==> config.mk <==
export PLATFORM = sky130hd
export DESIGN_NAME = set_reset_latch_unit
export DESIGN_NICKNAME = d
export VERILOG_FILES = /design/src/logic/set_reset_latch_unit.v
export VERILOG_INCLUDE_DIRS = /design/src /design/src/logic
export SDC_FILE = /design/constraint.sdc
export NUM_CORES = 1
export LEC_CHECK = 0
export BUFFER_PORTS_ARGS = -buffer_cell sky130_fd_sc_hd__buf_2
export CORE_ASPECT_RATIO = 1.4
export CORE_UTILIZATION = 46
export DETAILED_ROUTE_END_ITERATION = 6
export GPL_TIMING_DRIVEN = 0
export HOLD_SLACK_MARGIN = 0.08
export PLACE_DENSITY = 0.87
export SLEW_MARGIN = 20
export SYNTH_ARGS = -nofsm -noshare
export SYNTH_HDL_FRONTEND = slang
export SYNTH_SLANG_ARGS = --single-unit
==> constraint.sdc <==
create_clock -name ref_clk -period 1.58 [get_ports ref_clk]
set_input_delay 0.316 -clock ref_clk [delete_from_list [all_inputs] [get_ports ref_clk]]
set_output_delay 0.316 -clock ref_clk [all_outputs]
set_load 0.01 [all_outputs]
==> src/logic/sr_latch_consts.vh <==
`ifndef SR_LATCH_CONSTS_VH
`define SR_LATCH_CONSTS_VH

// ****************************************************************
// Register byte offsets
// ****************************************************************
`define OFS_LATCH_CONTROL   4'h0
`define OFS_SOURCE_ENABLE   4'h4
`define OFS_LATCH_STATUS    4'h8

// ****************************************************************
// Control register fields
// ****************************************************************
`define CTL_LATCH_ON        7
`define CTL_DIV_HI          6
`define CTL_DIV_LO          4
`define CTL_TRUE_PIN_EN     3
`define CTL_INV_PIN_EN      2
`define CTL_FW_SET          1
`define CTL_FW_RESET        0
`define CTL_RESET_VAL       8'h00
// Writable bits that are stored; pulse bits are never stored
`define CTL_STORE_MASK      8'hfc

// ****************************************************************
// Source enable register fields
// ****************************************************************
`define SRC_PIN_SET         7
`define SRC_CLK_SET         6
`define SRC_C2_SET          5
`define SRC_C1_SET          4
`define SRC_PIN_RESET       3
`define SRC_CLK_RESET       2
`define SRC_C2_RESET        1
`define SRC_C1_RESET        0
`define SRC_RESET_VAL       8'h00

// ****************************************************************
// Divider
// ****************************************************************
// Smallest divide is 4, i.e. select code plus two low counter bits
`define DIV_BASE_SHIFT      2
`define DIV_CNT_W           9

`endif

==> src/logic/set_reset_latch_unit.v <==
`timescale 1ns/10ps
`include "sr_latch_consts.vh"

// ****************************************************************
// Set/reset latch unit with Avalon-MM register slave
// ****************************************************************
module set_reset_latch_unit #(
    parameter CNT_W = `DIV_CNT_W          // Divider counter width
) (
    ref_clk,
    resetn,
    address,
    read,
    write,
    writedata,
    byteenable,
    readdata,
    waitrequest,
    comp1_output,
    comp2_output,
    latch_input_pin,
    true_output_pin,
    true_output_pin_oe,
    inverted_output_pin,
    inverted_output_pin_oe,
    latch_q,
    latch_nq
);
    input  wire        ref_clk;           // 200 MHz system clock
    input  wire        resetn;            // Async reset, active low
    input  wire [3:0]  address;           // Byte address
    input  wire        read;              // Avalon read
    input  wire        write;             // Avalon write
    input  wire [31:0] writedata;         // Write data
    input  wire [3:0]  byteenable;        // Byte lanes
    output reg  [31:0] readdata;          // Read data
    output reg         waitrequest;       // Stall until answered
    input  wire        comp1_output;      // Comparator 1 result
    input  wire        comp2_output;      // Comparator 2 result
    input  wire        latch_input_pin;   // External latch input
    output reg         true_output_pin;   // True output to pin
    output reg         true_output_pin_oe;     // Drive enable
    output reg         inverted_output_pin;    // Inverted to pin
    output reg         inverted_output_pin_oe; // Drive enable
    output reg         latch_q;           // Internal true output
    output reg         latch_nq;          // Internal inverted output

    // ************************************************************
    // Registers and internal state
    // ************************************************************
    reg  [7:0]       control_q;           // Stored control bits
    reg  [7:0]       source_q;            // Source enable bits
    reg              fw_set_q;            // One-cycle firmware set
    reg              fw_reset_q;          // One-cycle firmware reset
    reg  [CNT_W-1:0] div_cnt_q;           // Free running divider
    reg              div_pulse_q;         // Divided clock pulse
    reg              state_q;             // The latch itself
    reg              state_d;             // Next latch value
    reg  [CNT_W-1:0] div_mask;            // Low bits that must be ones
    reg  [31:0]      rd_value;            // Decoded read value
    wire             req;                 // Any bus request
    wire             accept;              // Request answered this edge
    wire             wr_ok;               // Write lane zero accepted
    wire             latch_on;            // Latch enabled
    wire [2:0]       div_sel;             // Divider select code
    wire             set_in;              // Effective set input
    wire             reset_in;            // Effective reset input

    assign req      = read | write;
    assign accept   = req & ~waitrequest;
    assign wr_ok    = write & accept & byteenable[0];
    assign latch_on = control_q[`CTL_LATCH_ON];
    assign div_sel  = control_q[`CTL_DIV_HI:`CTL_DIV_LO];

    // ************************************************************
    // Bus handshake
    // ************************************************************
    // Waitrequest drops for one cycle, one cycle after a request
    // shows up; the request completes at the edge where it is low.
    always @(posedge ref_clk or negedge resetn) begin
        if (!resetn) begin
            waitrequest <= 1'b1;
        end else if (req && waitrequest) begin
            waitrequest <= 1'b0;
        end else begin
            waitrequest <= 1'b1;
        end
    end

    // Read decode; unmapped offsets read as zero
    always @* begin
        rd_value = 32'h0000_0000;
        case (address)
            `OFS_LATCH_CONTROL: begin
                // Pulse bits are never stored, so they read zero
                rd_value[7:0] = control_q;
            end
            `OFS_SOURCE_ENABLE: begin
                rd_value[7:0] = source_q;
            end
            `OFS_LATCH_STATUS: begin
                rd_value[1:0] = {~state_q, state_q};
            end
            default: begin
                rd_value = 32'h0000_0000;
            end
        endcase
    end

    // Read data is loaded while waitrequest is still high, so it
    // already stands when the master samples waitrequest low.
    always @(posedge ref_clk or negedge resetn) begin
        if (!resetn) begin
            readdata <= 32'h0000_0000;
        end else if (read && waitrequest) begin
            readdata <= rd_value;
        end
    end

    // ************************************************************
    // Control and source enable registers
    // ************************************************************
    always @(posedge ref_clk or negedge resetn) begin
        if (!resetn) begin
            control_q <= `CTL_RESET_VAL;
            source_q  <= `SRC_RESET_VAL;
        end else if (wr_ok) begin
            if (address == `OFS_LATCH_CONTROL) begin
                control_q <= writedata[7:0] & `CTL_STORE_MASK;
            end
            if (address == `OFS_SOURCE_ENABLE) begin
                source_q <= writedata[7:0];
            end
        end
    end

    // ************************************************************
    // Firmware pulses
    // ************************************************************
    // A write of one yields exactly one cycle of pulse and clears
    // itself; a write of zero does nothing.
    always @(posedge ref_clk or negedge resetn) begin
        if (!resetn) begin
            fw_set_q   <= 1'b0;
            fw_reset_q <= 1'b0;
        end else begin
            fw_set_q   <= wr_ok && (address == `OFS_LATCH_CONTROL)
                          && writedata[`CTL_FW_SET];
            fw_reset_q <= wr_ok && (address == `OFS_LATCH_CONTROL)
                          && writedata[`CTL_FW_RESET];
        end
    end

    // ************************************************************
    // Pulse divider
    // ************************************************************
    // Mask of the low counter bits: select 0 keeps 2 bits (every
    // 4th cycle), select 7 keeps 9 bits (every 512th cycle).
    always @* begin
        div_mask = {CNT_W{1'b0}};
        case (div_sel)
            3'h0:    div_mask = 9'h003;
            3'h1:    div_mask = 9'h007;
            3'h2:    div_mask = 9'h00f;
            3'h3:    div_mask = 9'h01f;
            3'h4:    div_mask = 9'h03f;
            3'h5:    div_mask = 9'h07f;
            3'h6:    div_mask = 9'h0ff;
            3'h7:    div_mask = 9'h1ff;
            default: div_mask = 9'h003;
        endcase
    end

    // Counter runs free so a select change takes effect at once
    always @(posedge ref_clk or negedge resetn) begin
        if (!resetn) begin
            div_cnt_q   <= {CNT_W{1'b0}};
            div_pulse_q <= 1'b0;
        end else begin
            div_cnt_q   <= div_cnt_q + {{(CNT_W-1){1'b0}}, 1'b1};
            // One cycle wide pulse on each wrap of the masked bits
            div_pulse_q <= ((div_cnt_q & div_mask) == div_mask);
        end
    end

    // ************************************************************
    // Effective set and reset inputs
    // ************************************************************
    // Every source acts on its high level when its enable is set; the firmware pulses need no enable.
    assign set_in =
          (source_q[`SRC_PIN_SET] & latch_input_pin)
        | (source_q[`SRC_CLK_SET] & div_pulse_q)
        | (source_q[`SRC_C2_SET]  & comp2_output)
        | (source_q[`SRC_C1_SET]  & comp1_output)
        | fw_set_q;
    assign reset_in =
          (source_q[`SRC_PIN_RESET] & latch_input_pin)
        | (source_q[`SRC_CLK_RESET] & div_pulse_q)
        | (source_q[`SRC_C2_RESET]  & comp2_output)
        | (source_q[`SRC_C1_RESET]  & comp1_output)
        | fw_reset_q;

    // ************************************************************
    // The latch
    // ************************************************************
    // Reset dominates; with neither input high the state holds.
    always @* begin
        state_d = state_q;
        if (reset_in) begin
            state_d = 1'b0;
        end else if (set_in) begin
            state_d = 1'b1;
        end
    end

    // Deliberately outside the reset: firmware must put the latch
    // in a known state before steering it onto the pins. Until
    // then the state, and the internal outputs, are unknown.
    always @(posedge ref_clk) begin
        state_q  <= state_d;
        latch_q  <= state_d;
        latch_nq <= ~state_d;
    end

    // ************************************************************
    // Pin outputs
    // ************************************************************
    // Pin enables only matter while the latch is on; each output
    // has its own enable so both may drive pins at once. The
    // port's own direction bit is outside this block.
    always @(posedge ref_clk or negedge resetn) begin
        if (!resetn) begin
            true_output_pin        <= 1'b0;
            true_output_pin_oe     <= 1'b0;
            inverted_output_pin    <= 1'b0;
            inverted_output_pin_oe <= 1'b0;
        end else begin
            true_output_pin_oe     <= latch_on
                & control_q[`CTL_TRUE_PIN_EN];
            inverted_output_pin_oe <= latch_on
                & control_q[`CTL_INV_PIN_EN];
            true_output_pin        <= latch_on
                & control_q[`CTL_TRUE_PIN_EN] & state_d;
            inverted_output_pin    <= latch_on
                & control_q[`CTL_INV_PIN_EN] & ~state_d;
        end
    end

endmodule

==> flow_summary.json <==
{
  "status": "complete, no violations",
  "finalHoldViolCount": 0,
  "slew_headroom_pct": 43.63,
  "layout.nets": 275,
  "clockRootBuffer": "clkbuf_8",
  "drv_cap": 0,
  "worstPathArrival_ps": 1680,
  "final_util_pct": 59.42,
  "slowest_delay_ps": 380,
  "cts_tree": "done",
  "insertedDiodeCount": 0,
  "synth_warnings": 0,
  "fmax_mhz": 663.7,
  "die_y_um": 77.40,
  "synthAdderAreaFrac_pct": 0.6698,
  "drt_pass1_iterations": 4,
  "design_area_mm2": 0.002328,
  "crit_slowest_cell": "or3_1",
  "final_antenna_net_count": 0,
  "pwr-share-seq_pct": 50.2,
  "dp_cells": 260,
  "grt_max_degree": 40,
  "core_mm2": 0.003919,
  "post-place-ws_ps": -444.0,
  "clkSinkCount": 41,
  "die_w_um": 55.86,
  "drc": 0,
  "worstMarginPinSlew_ps": 845.6,
  "p_leak_nw": 1.239,
  "ys.flop_type": "dfrtp_1",
  "finalWorstSetupSlack_ps": 73.20,
  "syn_area_mm2": 0.001868,
  "overflow": 0,
  "vias": 1281,
  "drive_gt1_share_pct": 38.60,
  "synth_edf_count": 0,
  "post-route-min-period_ps": 1507,
  "finClkSkew_ps": 8.252,
  "endpoint_kind": "register",
  "startpoint": "address[3]",
  "sw_frac_of_total_pct": 24.60,
  "p_per_area_mw_per_mm2": 1048,
  "required_ps": 1750,
  "switchingPower_uw": 600.4,
  "pwr-share-clk_pct": 34.6,
  "ys_types": 37,
  "worstReg2RegStart": "waitrequest$_DFF_PN1_",
  "cp_max_fo": 8,
  "synth_top_family_by_area": "buffers and inverters",
  "hold_path_class": "input pin to async pin",
  "syn_area_per_cell_um2": 11.68,
  "clk_latency_ps": 290,
  "area_growth_pct": 24.65,
  "synthMuxAreaShare_pct": 10.45,
  "synthCells": 160,
  "cts_hold_buf": 0,
  "synthXorXnorAreaFrac_pct": 3.282,
  "clk_path_buf_depth": 2,
  "comb_power_share_pct": 15.2,
  "synth_compound_area_share_pct": 8.238,
  "via_per_inst": 4.727,
  "wl_per_cell_um": 12.00,
  "grt_pass1_wl_mm": 5.451,
  "post-route-period-util_pct": 95.37,
  "first_global_vias": 1210,
  "start_kind": "input pin",
  "antenna_found_initial": 0,
  "final_cells": 271,
  "path_cells": "buf_2 > or3_1 > buf_6 > nor4_4 > buf_6 > mux2_2",
  "p_int_mw": 1.840,
  "critPathMostFrequentCell": "buf_6",
  "slew_viol_final": 0,
  "synth-seq-cells": 41,
  "clk_pin_slew_ps": 80,
  "fillers": 344,
  "post_dp_cell_area_mm2": 0.002181,
  "crit_type": "input pin to register",
  "peakVddDrop_v": 0.0008066,
  "fin_total_pwr_mw": 2.441,
  "fp.dieArea_mm2": 0.004324,
  "io_buffer_count": 34,
  "yosys.area_share.simple_pct": 11.25,
  "setup_violations": 0,
  "grt_setup_unrepaired": "no",
  "row_count": 27,
  "seq_area_frac_synth_pct": 54.45,
  "start_util_pct": 47.67,
  "dp_hpwl_mm": 2.510,
  "htreeDepth": 2,
  "ios": 86,
  "cts_buffers": 5,
  "wl_mm": 3.251,
  "synthArstFlopShare_pct": 95.12,
  "detail_route.iter0.violations": 25,
  "place.gp.congestion": 0.7495,
  "grt_usage_pct": 16.31
}
## stage by stage
| stage | hold WS [ps] | setup TNS (ps) |
|---|---|---|
| after floorplan | 20.41 | -698.8 |
| after global placement | 451.7 | -4258 |
| after detailed placement | 461.1 | -4633 |
| after CTS | 149.9 | 0 |
| after global routing | 193.0 | 0 |
| final | 126.4 | 0 |
## repair_timing
| item | in CTS | in global routing |
|---|---|---|
| endpoints found under the setup margin | 4 | 10 |
| buffers inserted | 2 | 1 |
| resized for setup | 0 | 2 |
| pin swaps | 1 | 1 |
## critical path: cells and delay by family
family | cells | cell delay (ps)
buffers and inverters | 3 | 420
muxes | 1 | 320
and+or+nand+nor | 2 | 600
## layer usage
| layer | global-route usage [%] | vias to the layer above | part of all wire, % |
|---|---|---|---|
| met5 | 0 | - | 0 |
| met4 | 7.317 | 0 | 1.6 |
| met3 | 4.333 | 6 | 6.1 |
| met2 | 28.80 | 41 | 52 |
| met1 | 18.26 | 593 | 40 |
| li1 | - | 641 | - |
## sequential cells by signal, summed over array words and instances, names as in the netlist
name,count
div_cnt_q,9
readdata,8
source_q,8
control_q,6
div_pulse_q,1
fw_reset_q,1
fw_set_q,1
inverted_output_pin,1
inverted_output_pin_oe,1
latch_nq,1
state_q,1
true_output_pin,1
true_output_pin_oe,1
waitrequest,1
## layout make-up
cell class,count,area [um2],share of cell area (%)
clock buffers,7,86.33,3.708
clock inverters,1,30.03,1.290
multi-input cells,111,730.7,31.38
inverters,4,15.01,0.6448
repair buffers,37,196.4,8.436
plain buffers,27,198.9,8.544
flip-flops and latches,41,1017,43.69
well taps,43,53.80,2.311
## cells by family (layout without fill, tap and decap cells)
kind of cell               after synthesis  after routing
DFF                                     41             41
and+or+nand+nor                         39             39
buffers and inverters                   31             76
AOI/OAI and AO/OA                       22             22
muxes                                   18             18
xor gates and xnor gates                 7              7
adders and majority gates                1              1
other                                    1             24
## final timing paths
check                           slack, ps                       endpoint  cells past startpoint
min in group ref_clk                  180          waitrequest$_DFF_PN1_                      2
max in group asynchronous             920             fw_set_q$_DFF_PN0_                      1
worst min register to register        470        readdata[0]$_DFFE_PN0P_                      2
worst min-delay path                  130  inverted_output_pin$_DFF_PN0_                      1
worst max-delay path                   70       control_q[3]$_DFFE_PN0P_                      6
worst max register to register        200        readdata[6]$_DFFE_PN0P_                      3
## cells in the mapped netlist, types with 2 or more instances
master	number	area, um2
mux2_2	12	135.1
and2_1	5	31.28
buf_4	24	180.2
nor2_1	2	7.510
xor2_1	2	17.52
and2_2	2	15.01
o41ai_1	2	17.52
mux2i_1	6	60.06
a21oi_1	2	10.01
inv_1	4	15.01
dfxtp_1	2	40.04
o21ai_0	6	30.03
dfrtp_1	38	950.9
nand4_1	3	18.77
nand2_1	19	71.32
xnor2_1	5	43.79
o31ai_1	6	45.04
## cell usage in the layout, fill, tap and decap left out, types with 3 or more instances in the layout
cell type  instances
nand2_1           18
buf_2             34
nand4_1            3
xnor2_1            5
conb_1            24
clkbuf_8           6
mux2_2            12
and2_1             5
o31ai_1            6
mux2i_1            6
buf_4             26
inv_1              4
dfrtp_1           38
o21ai_0            6
## power groups by stage
stage,logic (mW),registers (mW),clock network (mW)
5_1_grt,0.415,1.24,0.907
4_1_cts,0.372,1.23,0.871
3_3_place_gp,0.357,1.24,0
2_1_floorplan,0.224,1.25,0
3_5_place_dp,0.370,1.25,0
6_report,0.370,1.23,0.845
(Power assumes the default switching activity.)
